File: src/include/ssr_pkg.sv
// Package for the speed search and auto restart sequencer
package ssr_pkg;
    // Register byte offsets
    localparam logic [7:0] OFF_SEARCH_ENABLE = 8'h00;
    localparam logic [7:0] OFF_CUR_LIMIT = 8'h04;
    localparam logic [7:0] OFF_PROP_GAIN = 8'h08;
    localparam logic [7:0] OFF_INT_GAIN = 8'h0c;
    localparam logic [7:0] OFF_OUT_FUNC = 8'h10;
    localparam logic [7:0] OFF_RETRY = 8'h14;
    localparam logic [7:0] OFF_DELAY = 8'h18;
    localparam logic [7:0] OFF_RATED_CUR = 8'h1c;
    localparam logic [7:0] OFF_CTRL = 8'h20;
    localparam logic [7:0] OFF_STATUS = 8'h24;
    localparam logic [7:0] OFF_IRQ_STAT = 8'h28;
    localparam logic [7:0] OFF_IRQ_MASK = 8'h2c;
    localparam logic [7:0] OFF_FREQ = 8'h30;
    localparam logic [7:0] OFF_VOLT = 8'h34;
    // Search enable field bits
    localparam int EN_ACCEL = 0;
    localparam int EN_FAULT_RESET = 1;
    localparam int EN_POWER_FAIL = 2;
    localparam int EN_POWER_ON = 3;
    // Reset values and limits
    localparam logic [3:0] RST_SEARCH_ENABLE = 4'h0;
    localparam logic [7:0] RST_CUR_LIMIT = 8'h64;
    localparam logic [7:0] CUR_LIMIT_MIN = 8'h50;
    localparam logic [7:0] CUR_LIMIT_MAX = 8'hc8;
    localparam logic [13:0] RST_PROP_GAIN = 14'h0064;
    localparam logic [13:0] RST_INT_GAIN = 14'h00c8;
    localparam logic [13:0] GAIN_MAX = 14'h270f;
    localparam logic [4:0] RST_OUT_FUNC = 5'h0c;
    localparam logic [4:0] RST_RELAY_FUNC = 5'h11;
    localparam logic [4:0] FUNC_SEARCH_ACTIVE = 5'h0f;
    localparam logic [3:0] RST_RETRY = 4'h0;
    localparam logic [3:0] RETRY_MAX = 4'ha;
    localparam logic [9:0] RST_DELAY_TENTHS = 10'h00a;
    localparam logic [9:0] DELAY_MAX_TENTHS = 10'h258;
    localparam logic [15:0] RST_RATED_CUR = 16'h0064;
    localparam logic [15:0] NOMINAL_VOLT = 16'hffff;
    // Timing
    localparam int CLK_HZ = 50000000;
    localparam int RIDE_THROUGH_US = 15000;
    localparam int RIDE_THROUGH_CYC = RIDE_THROUGH_US * (CLK_HZ / 1000000);
    localparam int TENTH_SEC_MS = 100;
    localparam int TENTH_SEC_CYC = TENTH_SEC_MS * (CLK_HZ / 1000);
    localparam int GOOD_RUN_S = 30;
    localparam int GOOD_RUN_TENTHS = GOOD_RUN_S * 10;
    // Interrupt status bits
    localparam int IRQ_TRIP = 0;
    localparam int IRQ_RESTART = 1;
    localparam int IRQ_SEARCH_DONE = 2;
    localparam int IRQ_EXHAUSTED = 3;
    // Trip causes
    typedef struct packed {
        logic low_voltage_trip;
        logic emergency_stop_input;
        logic overheat;
        logic hardware_trip;
        logic other;
    } ssr_trip_t;
    // Sequencer states
    typedef enum logic [2:0] {ST_IDLE, ST_RUN, ST_SEARCH, ST_TRIPPED, ST_DELAY, ST_LATCHED}
        ssr_state_t;
    // Whole module state
    typedef struct packed {
        ssr_state_t st;
        logic [3:0] search_enable_field;
        logic [7:0] search_current_limit;
        logic [13:0] search_prop_gain;
        logic [13:0] search_integral_gain;
        logic [4:0] output_terminal_function;
        logic [4:0] relay_function;
        logic [3:0] restart_retry_count;
        logic [3:0] retries_left;
        logic [9:0] restart_delay;
        logic [15:0] motor_rated_current;
        logic [3:0] irq_stat;
        logic [3:0] irq_mask;
        logic [15:0] freq;
        logic [15:0] volt;
        logic [15:0] saved_freq;
        logic [31:0] integ;
        logic [31:0] tick;
        logic [9:0] tenths;
        logic good_run;
        logic [31:0] outage;
        logic low_voltage_trip;
        logic auto_ok;
        logic ap_valid;
        logic ap_write;
        logic [7:0] ap_addr;
        logic [31:0] rdata;
        logic mo;
        logic relay;
    } ssr_state_s_t;
endpackage

File: src/rtl/ssr_top.sv
// Speed search and auto restart sequencer with AHB-Lite registers
`timescale 1ns/1ps
module ssr_top
(
    input wire logic SYS_CLK,
    input wire logic RST,
    input wire logic CE,
    input wire logic HSEL,
    input wire logic [31:0] HADDR,
    input wire logic [1:0] HTRANS,
    input wire logic HWRITE,
    input wire logic [2:0] HSIZE,
    input wire logic [31:0] HWDATA,
    input wire logic HREADY,
    output logic [31:0] HRDATA,
    output logic HREADYOUT,
    output logic HRESP,
    input wire logic POWER_OK,
    input wire logic [15:0] OUT_CURRENT,
    input wire logic [15:0] CMD_FREQ,
    input wire logic RUN_CMD,
    input wire logic POWER_ON_START,
    input wire logic RESTART_AFTER_RESET,
    input wire logic FAULT_RESET,
    input wire ssr_pkg::ssr_trip_t TRIP_IN,
    output logic [15:0] FREQ_OUT,
    output logic [15:0] VOLT_OUT,
    output logic OUTPUT_ON,
    output logic SEARCH_ACTIVE,
    output logic MULTI_FUNCTION_OUTPUT,
    output logic MULTI_FUNCTION_RELAY,
    output logic IRQ
);
    ssr_pkg::ssr_state_s_t s;
    ssr_pkg::ssr_state_s_t next_s;
    logic [31:0] cur_lim;
    logic over_lim;
    logic [31:0] err;
    logic [31:0] pi;
    logic [3:0] ev;
    logic wr;
    logic trip_any;
    logic no_restart;
    logic [3:0] w4;

    // Current limit scaled from rated current percentage
    always_comb
    begin
        cur_lim = (32'(s.motor_rated_current) * 32'(s.search_current_limit)) / 32'd100;
        over_lim = 32'(OUT_CURRENT) > cur_lim;
        err = 32'(ssr_pkg::NOMINAL_VOLT) - 32'(s.volt);
        pi = ((err * 32'(s.search_prop_gain)) >> 16) + (s.integ >> 16);
        trip_any = |TRIP_IN;
        no_restart = TRIP_IN.low_voltage_trip | TRIP_IN.emergency_stop_input
            | TRIP_IN.overheat | TRIP_IN.hardware_trip;
        wr = s.ap_valid & s.ap_write;
        w4 = HWDATA[3:0];
    end

    // Main next-state logic
    always_comb
    begin
        next_s = s;
        ev = 4'h0;
        // Bus address phase capture
        next_s.ap_valid = HSEL & HREADY & HTRANS[1];
        next_s.ap_write = HWRITE;
        next_s.ap_addr = HADDR[7:0];
        // Register writes; out-of-range values leave the register unchanged
        if (wr)
        begin
            case (s.ap_addr)
                ssr_pkg::OFF_SEARCH_ENABLE: next_s.search_enable_field = w4;
                ssr_pkg::OFF_CUR_LIMIT:
                    if (HWDATA[7:0] >= ssr_pkg::CUR_LIMIT_MIN
                        && HWDATA[7:0] <= ssr_pkg::CUR_LIMIT_MAX)
                        next_s.search_current_limit = HWDATA[7:0];
                ssr_pkg::OFF_PROP_GAIN:
                    if (HWDATA[13:0] <= ssr_pkg::GAIN_MAX)
                        next_s.search_prop_gain = HWDATA[13:0];
                ssr_pkg::OFF_INT_GAIN:
                    if (HWDATA[13:0] <= ssr_pkg::GAIN_MAX)
                        next_s.search_integral_gain = HWDATA[13:0];
                ssr_pkg::OFF_OUT_FUNC:
                begin
                    next_s.output_terminal_function = HWDATA[4:0];
                    next_s.relay_function = HWDATA[12:8];
                end
                ssr_pkg::OFF_RETRY:
                    if (w4 <= ssr_pkg::RETRY_MAX)
                        next_s.restart_retry_count = w4;
                ssr_pkg::OFF_DELAY:
                    if (HWDATA[9:0] <= ssr_pkg::DELAY_MAX_TENTHS)
                        next_s.restart_delay = HWDATA[9:0];
                ssr_pkg::OFF_RATED_CUR: next_s.motor_rated_current = HWDATA[15:0];
                ssr_pkg::OFF_IRQ_MASK: next_s.irq_mask = w4;
                default: ;
            endcase
        end
        // Tenth-second time base
        if (s.tick >= 32'(ssr_pkg::TENTH_SEC_CYC - 1))
            next_s.tick = 32'h0;
        else
            next_s.tick = s.tick + 32'h1;
        // Ride-through: short outages do not trip
        if (POWER_OK)
            next_s.outage = 32'h0;
        else if (s.outage < 32'(ssr_pkg::RIDE_THROUGH_CYC))
            next_s.outage = s.outage + 32'h1;
        // Good-run window restores retries
        if (s.good_run && s.tick == 32'h0)
        begin
            if (s.tenths >= 10'(ssr_pkg::GOOD_RUN_TENTHS - 1))
            begin
                next_s.retries_left = s.restart_retry_count;
                next_s.good_run = 1'b0;
            end
            else
                next_s.tenths = s.tenths + 10'h1;
        end
        // Sequencer
        case (s.st)
            ssr_pkg::ST_IDLE:
            begin
                next_s.freq = 16'h0;
                next_s.volt = 16'h0;
                if (RUN_CMD && !trip_any)
                begin
                    // Search only for enabled start events
                    if ((POWER_ON_START && s.search_enable_field[ssr_pkg::EN_POWER_ON])
                        || s.search_enable_field[ssr_pkg::EN_ACCEL])
                    begin
                        next_s.freq = CMD_FREQ;
                        next_s.integ = 32'h0;
                        next_s.st = ssr_pkg::ST_SEARCH;
                    end
                    else
                        next_s.st = ssr_pkg::ST_RUN;
                end
            end
            ssr_pkg::ST_RUN:
            begin
                next_s.volt = ssr_pkg::NOMINAL_VOLT;
                if (s.freq < CMD_FREQ)
                    next_s.freq = s.freq + 16'h1;
                else if (s.freq > CMD_FREQ)
                    next_s.freq = s.freq - 16'h1;
                if (!RUN_CMD)
                    next_s.st = ssr_pkg::ST_IDLE;
            end
            ssr_pkg::ST_SEARCH:
            begin
                if (over_lim)
                begin
                    if (s.freq != 16'h0)
                        next_s.freq = s.freq - 16'h1;
                end
                else
                begin
                    next_s.integ = s.integ + err * 32'(s.search_integral_gain);
                    if (32'(s.volt) + pi >= 32'(ssr_pkg::NOMINAL_VOLT))
                        next_s.volt = ssr_pkg::NOMINAL_VOLT;
                    else
                        next_s.volt = s.volt + pi[15:0] + 16'h1;
                end
                if (s.volt == ssr_pkg::NOMINAL_VOLT && !over_lim)
                begin
                    next_s.st = ssr_pkg::ST_RUN;
                    ev[ssr_pkg::IRQ_SEARCH_DONE] = 1'b1;
                end
            end
            ssr_pkg::ST_TRIPPED, ssr_pkg::ST_LATCHED:
            begin
                next_s.freq = 16'h0;
                next_s.volt = 16'h0;
                if (FAULT_RESET)
                begin
                    next_s.retries_left = s.restart_retry_count;
                    next_s.low_voltage_trip = 1'b0;
                    if (RESTART_AFTER_RESET && RUN_CMD
                        && s.search_enable_field[ssr_pkg::EN_FAULT_RESET])
                    begin
                        next_s.freq = s.saved_freq;
                        next_s.st = ssr_pkg::ST_SEARCH;
                    end
                    else
                        next_s.st = ssr_pkg::ST_IDLE;
                end
                else if (s.st == ssr_pkg::ST_TRIPPED && s.low_voltage_trip && POWER_OK)
                begin
                    // Power returned: search from the saved frequency if EN_POWER_FAIL is set, else run up from zero
                    next_s.low_voltage_trip = 1'b0;
                    if (s.search_enable_field[ssr_pkg::EN_POWER_FAIL])
                    begin
                        next_s.freq = s.saved_freq;
                        next_s.integ = 32'h0;
                        next_s.st = ssr_pkg::ST_SEARCH;
                    end
                    else
                        next_s.st = ssr_pkg::ST_RUN;
                end
                else if (s.st == ssr_pkg::ST_TRIPPED && s.auto_ok)
                begin
                    next_s.tenths = 10'h0;
                    next_s.st = ssr_pkg::ST_DELAY;
                end
            end
            ssr_pkg::ST_DELAY:
            begin
                if (s.tick == 32'h0)
                    next_s.tenths = s.tenths + 10'h1;
                if (s.tenths >= s.restart_delay)
                begin
                    next_s.retries_left = s.retries_left - 4'h1;
                    next_s.freq = s.saved_freq;
                    next_s.volt = 16'h0;
                    next_s.integ = 32'h0;
                    next_s.tenths = 10'h0;
                    next_s.good_run = 1'b1;
                    next_s.st = ssr_pkg::ST_SEARCH;
                    ev[ssr_pkg::IRQ_RESTART] = 1'b1;
                end
                if (FAULT_RESET)
                begin
                    next_s.retries_left = s.restart_retry_count;
                    next_s.st = ssr_pkg::ST_IDLE;
                end
            end
            default: next_s.st = ssr_pkg::ST_IDLE;
        endcase
        // A fault reset reloads the remaining retries in any state, idle included
        if (FAULT_RESET)
        begin
            next_s.retries_left = s.restart_retry_count;
        end
        // Trips override sequencing while running
        if ((s.st == ssr_pkg::ST_RUN || s.st == ssr_pkg::ST_SEARCH)
            && (trip_any || s.outage >= 32'(ssr_pkg::RIDE_THROUGH_CYC)))
        begin
            next_s.saved_freq = s.freq;
            next_s.freq = 16'h0;
            next_s.volt = 16'h0;
            next_s.good_run = 1'b0;
            next_s.low_voltage_trip = ~POWER_OK | TRIP_IN.low_voltage_trip;
            ev[ssr_pkg::IRQ_TRIP] = 1'b1;
            if (no_restart || s.retries_left == 4'h0)
            begin
                next_s.auto_ok = 1'b0;
                next_s.st = (POWER_OK && !TRIP_IN.low_voltage_trip)
                    ? ssr_pkg::ST_LATCHED : ssr_pkg::ST_TRIPPED;
                if (!no_restart)
                    ev[ssr_pkg::IRQ_EXHAUSTED] = 1'b1;
            end
            else
            begin
                next_s.auto_ok = 1'b1;
                next_s.st = ssr_pkg::ST_TRIPPED;
            end
        end
        // Search-active indication on programmable outputs
        next_s.mo = next_s.st == ssr_pkg::ST_SEARCH
            && s.output_terminal_function == ssr_pkg::FUNC_SEARCH_ACTIVE;
        next_s.relay = next_s.st == ssr_pkg::ST_SEARCH
            && s.relay_function == ssr_pkg::FUNC_SEARCH_ACTIVE;
        // Sticky interrupt status, set wins over write-one clear
        next_s.irq_stat = (s.irq_stat & ~((wr && s.ap_addr == ssr_pkg::OFF_IRQ_STAT)
            ? w4 : 4'h0)) | ev;
        // Read data for the data phase
        case (HADDR[7:0])
            ssr_pkg::OFF_SEARCH_ENABLE: next_s.rdata = {28'h0, s.search_enable_field};
            ssr_pkg::OFF_CUR_LIMIT: next_s.rdata = {24'h0, s.search_current_limit};
            ssr_pkg::OFF_PROP_GAIN: next_s.rdata = {18'h0, s.search_prop_gain};
            ssr_pkg::OFF_INT_GAIN: next_s.rdata = {18'h0, s.search_integral_gain};
            ssr_pkg::OFF_OUT_FUNC:
                next_s.rdata = {19'h0, s.relay_function, 3'h0, s.output_terminal_function};
            ssr_pkg::OFF_RETRY: next_s.rdata = {24'h0, s.retries_left, s.restart_retry_count};
            ssr_pkg::OFF_DELAY: next_s.rdata = {22'h0, s.restart_delay};
            ssr_pkg::OFF_RATED_CUR: next_s.rdata = {16'h0, s.motor_rated_current};
            ssr_pkg::OFF_STATUS:
                next_s.rdata = {26'h0, s.low_voltage_trip, s.auto_ok, 1'b0, s.st};
            ssr_pkg::OFF_IRQ_STAT: next_s.rdata = {28'h0, s.irq_stat};
            ssr_pkg::OFF_IRQ_MASK: next_s.rdata = {28'h0, s.irq_mask};
            ssr_pkg::OFF_FREQ: next_s.rdata = {16'h0, s.freq};
            ssr_pkg::OFF_VOLT: next_s.rdata = {16'h0, s.volt};
            default: next_s.rdata = 32'h0;
        endcase
    end

    // State register with clock enable
    always_ff @(posedge SYS_CLK or posedge RST)
    begin
        if (RST)
        begin
            s <= '0;
            s.st <= ssr_pkg::ST_IDLE;
            s.search_enable_field <= ssr_pkg::RST_SEARCH_ENABLE;
            s.search_current_limit <= ssr_pkg::RST_CUR_LIMIT;
            s.search_prop_gain <= ssr_pkg::RST_PROP_GAIN;
            s.search_integral_gain <= ssr_pkg::RST_INT_GAIN;
            s.output_terminal_function <= ssr_pkg::RST_OUT_FUNC;
            s.relay_function <= ssr_pkg::RST_RELAY_FUNC;
            s.restart_retry_count <= ssr_pkg::RST_RETRY;
            s.retries_left <= ssr_pkg::RST_RETRY;
            s.restart_delay <= ssr_pkg::RST_DELAY_TENTHS;
            s.motor_rated_current <= ssr_pkg::RST_RATED_CUR;
        end
        else if (CE)
            s <= next_s;
    end

    // Outputs
    assign HRDATA = s.rdata;
    assign HREADYOUT = 1'b1;
    assign HRESP = 1'b0;
    assign FREQ_OUT = s.freq;
    assign VOLT_OUT = s.volt;
    assign OUTPUT_ON = s.st == ssr_pkg::ST_RUN || s.st == ssr_pkg::ST_SEARCH;
    assign SEARCH_ACTIVE = s.st == ssr_pkg::ST_SEARCH;
    assign MULTI_FUNCTION_OUTPUT = s.mo;
    assign MULTI_FUNCTION_RELAY = s.relay;
    assign IRQ = |(s.irq_stat & s.irq_mask);
endmodule

File: config.mk
export PLATFORM = sky130hd
export DESIGN_NAME = ssr_top
export DESIGN_NICKNAME = d
export VERILOG_FILES = /design/src/include/ssr_pkg.sv /design/src/rtl/ssr_top.sv
export SDC_FILE = /design/constraint.sdc
export NUM_CORES = 2
export LEC_CHECK = 0
export BUFFER_PORTS_ARGS = -buffer_cell sky130_fd_sc_hd__clkbuf_2
export CAP_MARGIN = 0
export CORE_UTILIZATION = 50
export CTS_BUF_LIST = sky130_fd_sc_hd__clkbuf_4
export CTS_CLUSTER_DIAMETER = 200
export DETAILED_ROUTE_END_ITERATION = 7
export PLACE_DENSITY = 0.73
export SYNTH_ARGS = -nofsm -noshare
export SYNTH_HDL_FRONTEND = slang
export SYNTH_SLANG_ARGS = --single-unit
File: constraint.sdc
create_clock -name SYS_CLK -period 22.7 [get_ports SYS_CLK]
set_input_delay 1.135 -clock SYS_CLK [delete_from_list [all_inputs] [get_ports SYS_CLK]]
set_output_delay 1.135 -clock SYS_CLK [all_outputs]
set_load 0.01 [all_outputs]
==> flow_summary.json <==
{
  "numCtsBuffers": 79,
  "vias_per_cell": 5.84,
  "worst_slew_pin_slew_ns": 1.28,
  "drc": 15,
  "ctsResizeCount": 0,
  "syn_area_sq_um": 40800,
  "wl_per_cell_um": 18.7,
  "wirelength_um": 108000,
  "slew_headroom_pct": 14.1,
  "synthAdderAreaFrac_pct": 32.6,
  "die-width_um": 288,
  "vias": 33600,
  "fin_ws_ns": 2.30,
  "arrival_ns": 21.13,
  "setup_tns_ns": 0,
  "setup_viol": 0,
  "critPathKind": "register to register",
  "cts.path.max_buffers": 3,
  "hold_class": "primary input to asynchronous set/reset pin",
  "area_growth_pct": 4.92,
  "report.final.slew_viol_count": 0,
  "holdWs_ns": 0.473,
  "drive_gt1_share_pct": 9.77,
  "cts_num_sinks": 280,
  "cap_violations": 0,
  "nets": 5538,
  "postCtsHoldBufs": 0,
  "postCtsSetupBuffers": 0,
  "grt_pass1_vias": 33500,
  "power_leakage_nw": 21.3,
  "io_pins": 188,
  "crit_path_start_kind": "register",
  "cts-root-buf": "clkbuf_4",
  "synth-simple-area-share_pct": 18.9,
  "worstSkewPairLatency_ns": 0.83,
  "power.density_nw_per_um2": 44.9,
  "synthCells": 4654,
  "die_area_sq_um": 82700,
  "cp.required_ns": 23.43,
  "synth_mux_area_share_pct": 3.31,
  "synth_edf_count": 0,
  "core_sq_um": 80700,
  "r2r_cells": 68,
  "num-fill-cells": 7417,
  "dr.pass1.iters": 8,
  "fp.dieH_um": 288,
  "io_buffers": 125,
  "failed_checks": "design-rule violations",
  "crit_path_max_fanout": 18,
  "fin_crit_sh_pct": 89.9,
  "async_reset_ff_share_pct": 100,
  "initialDrtViolationCount": 2422,
  "cts_tree": "done",
  "antenna_found_initial": 12,
  "critPathMaxStageDelay_ns": 1.03,
  "finalHoldViolCount": 0,
  "grt_start_max_net_pins": 185,
  "period_needed_ns": 20.40,
  "clk_pin_slew_ns": 0.06,
  "seq_area_frac_synth_pct": 17.2,
  "synth_top_family_by_area": "adder cells",
  "r2r-start": "s[285]",
  "yosys.cell_types.count": 111,
  "globalplace.congestion": 0.943,
  "hpwl_um": 81000,
  "grt_pass1_wl_um": 176000,
  "crit_start": "s[285]",
  "path_common_cell": "o21ai_0",
  "synth_ff_type": "dfrtp_1",
  "yosys.area_share.xor_xnor_pct": 3.49,
  "status": "finished, violations left",
  "fmax_mhz": 49.0,
  "grt_usage_pct": 26.4,
  "initial_core_util_pct": 50.6,
  "grt-ovfl-total": 0,
  "avgSynthCellArea_sq_um": 8.76,
  "final_antenna_net_count": 0,
  "synth_compound_area_share_pct": 15.3,
  "htreeDepth": 3,
  "place_ws_ns": 2.83,
  "slowest_stage": "nor2_1",
  "yosys_warnings": 0,
  "peakVddDrop_mv": 0.0700,
  "rows": 104,
  "final_util_pct": 53.0,
  "rsz0062_at_grt": "no",
  "crit_path_end_kind": "register",
  "fin_skew_ns": 0.0747,
  "ys_seq_elements": 280
}
[layout make-up]
class                      instances  area, sq um  area share (%)
antenna                            6         15.0          0.0351
timing repair buffer             164          931            2.18
clock inverter                    33          201           0.471
clock buffer                     107          803            1.88
inverter                         635         2390            5.59
tap                             1060         1330            3.10
multi-input combinational       3468        30100            70.3
sequential                       280         7030            16.4
[Yosys cell counts (all sizes together), types with 27 or more instances]
library cell / n / area (sq um)
a21o: 47 / 353
nor2: 234 / 881
o31ai: 27 / 221
nand2b: 247 / 1550
fa: 448 / 8970
a21oi: 205 / 1040
xor2: 68 / 603
nor2b: 254 / 1590
o21a: 36 / 270
inv: 633 / 2380
dfrtp: 262 / 6560
and3: 39 / 249
nand3: 84 / 420
mux2: 104 / 1180
a22oi: 54 / 410
nand4: 51 / 319
nand2: 265 / 995
ha: 345 / 4320
nor4: 27 / 175
buf: 94 / 629
clkbuf: 193 / 724
xnor2: 93 / 822
o21bai: 29 / 221
nor3: 72 / 360
a31oi: 40 / 265
o21ai: 224 / 1140
and2: 103 / 644
[flip-flops by register name, summed over array words and instances, names as in the netlist]
name / cells
s: 230
FREQ_OUT: 16
HRDATA: 16
VOLT_OUT: 16
MULTI_FUNCTION_OUTPUT: 1
MULTI_FUNCTION_RELAY: 1
[worst max-delay path: cells and delay by family, from the launching register on]
family	cells	cell delay, ns
XOR/XNOR	1	0.77
AND/OR/NAND/NOR	16	4.65
AO/OA/AOI/OAI	39	10.48
multiplexers	3	0.94
flip-flops	1	0.64
buffers and inverters	3	0.21
adder cells (fa/ha/maj)	6	2.62
[where the power goes]
| part | internal (mW) | leakage, nW | total (mW) | switching (mW) |
|---|---|---|---|---|
| Combinational | 0.272 | 17.1 | 0.769 | 0.497 |
| Sequential | 0.552 | 3.70 | 0.676 | 0.124 |
| Clock | 0.244 | 0.590 | 0.476 | 0.233 |
[layer usage]
metal,vias up,track usage [%],part of all wire (%)
met2,1265,43.0,46
met4,18,8.36,3.1
met3,248,5.00,8.3
li1,15500,-,-
met5,-,0,0.12
met1,16500,35.4,42
[per-stage QoR]
step | cell area [sq um] | power, mW | cells
after floorplan | 40800 | 1.17 | 4670
after global placement | 41800 | 1.42 | 5607
after detailed placement | 41800 | 1.43 | 5607
after CTS | 42800 | 1.91 | 5747
after global routing | 42800 | 2.02 | 5749
final | 42800 | 1.92 | 5753
[cells in the final DEF, fill, tap and decap left out, types with 36 or more instances in the layout]
cell / synthesis / final
fa_1: 448 / 448
buf_4: 66 / 38
nand2b_1: 247 / 247
clkbuf_2: 0 / 125
a31oi_1: 39 / 39
inv_1: 631 / 630
a22oi_1: 53 / 53
o21a_1: 36 / 36
ha_1: 345 / 345
xor2_1: 67 / 67
dfrtp_1: 262 / 262
and3_1: 38 / 38
nand3_1: 84 / 84
mux2_2: 101 / 101
xnor2_1: 92 / 92
nor2b_1: 254 / 254
o21ai_0: 204 / 204
nand2_1: 265 / 265
a21o_1: 47 / 47
nor2_1: 233 / 233
nor3_1: 72 / 72
and2_1: 102 / 102
nand4_1: 51 / 51
a21oi_1: 202 / 202
clkbuf_4: 0 / 107
[cells by family (layout without fill, tap and decap cells)]
family	count (synthesis)	after routing
AOI/OAI and AO/OA	925	925
xor gates and xnor gates	161	161
adders and majority gates	795	795
buffers and inverters	922	939
DFF	280	280
muxes	121	121
other	2	24
and+or+nand+nor	1448	1448
[worst paths after layout]
check / slack (ns) / to
setup reg to reg: 2.30 / s[150]
hold / removal: 0.47 / s[150]
setup / recovery: 2.30 / s[150]
hold reg to reg: 0.48 / s[134]
min in group SYS_CLK: 0.48 / s[134]
max in group asynchronous: 20.70 / s[205]
Power figures use the tool's default switching activity.
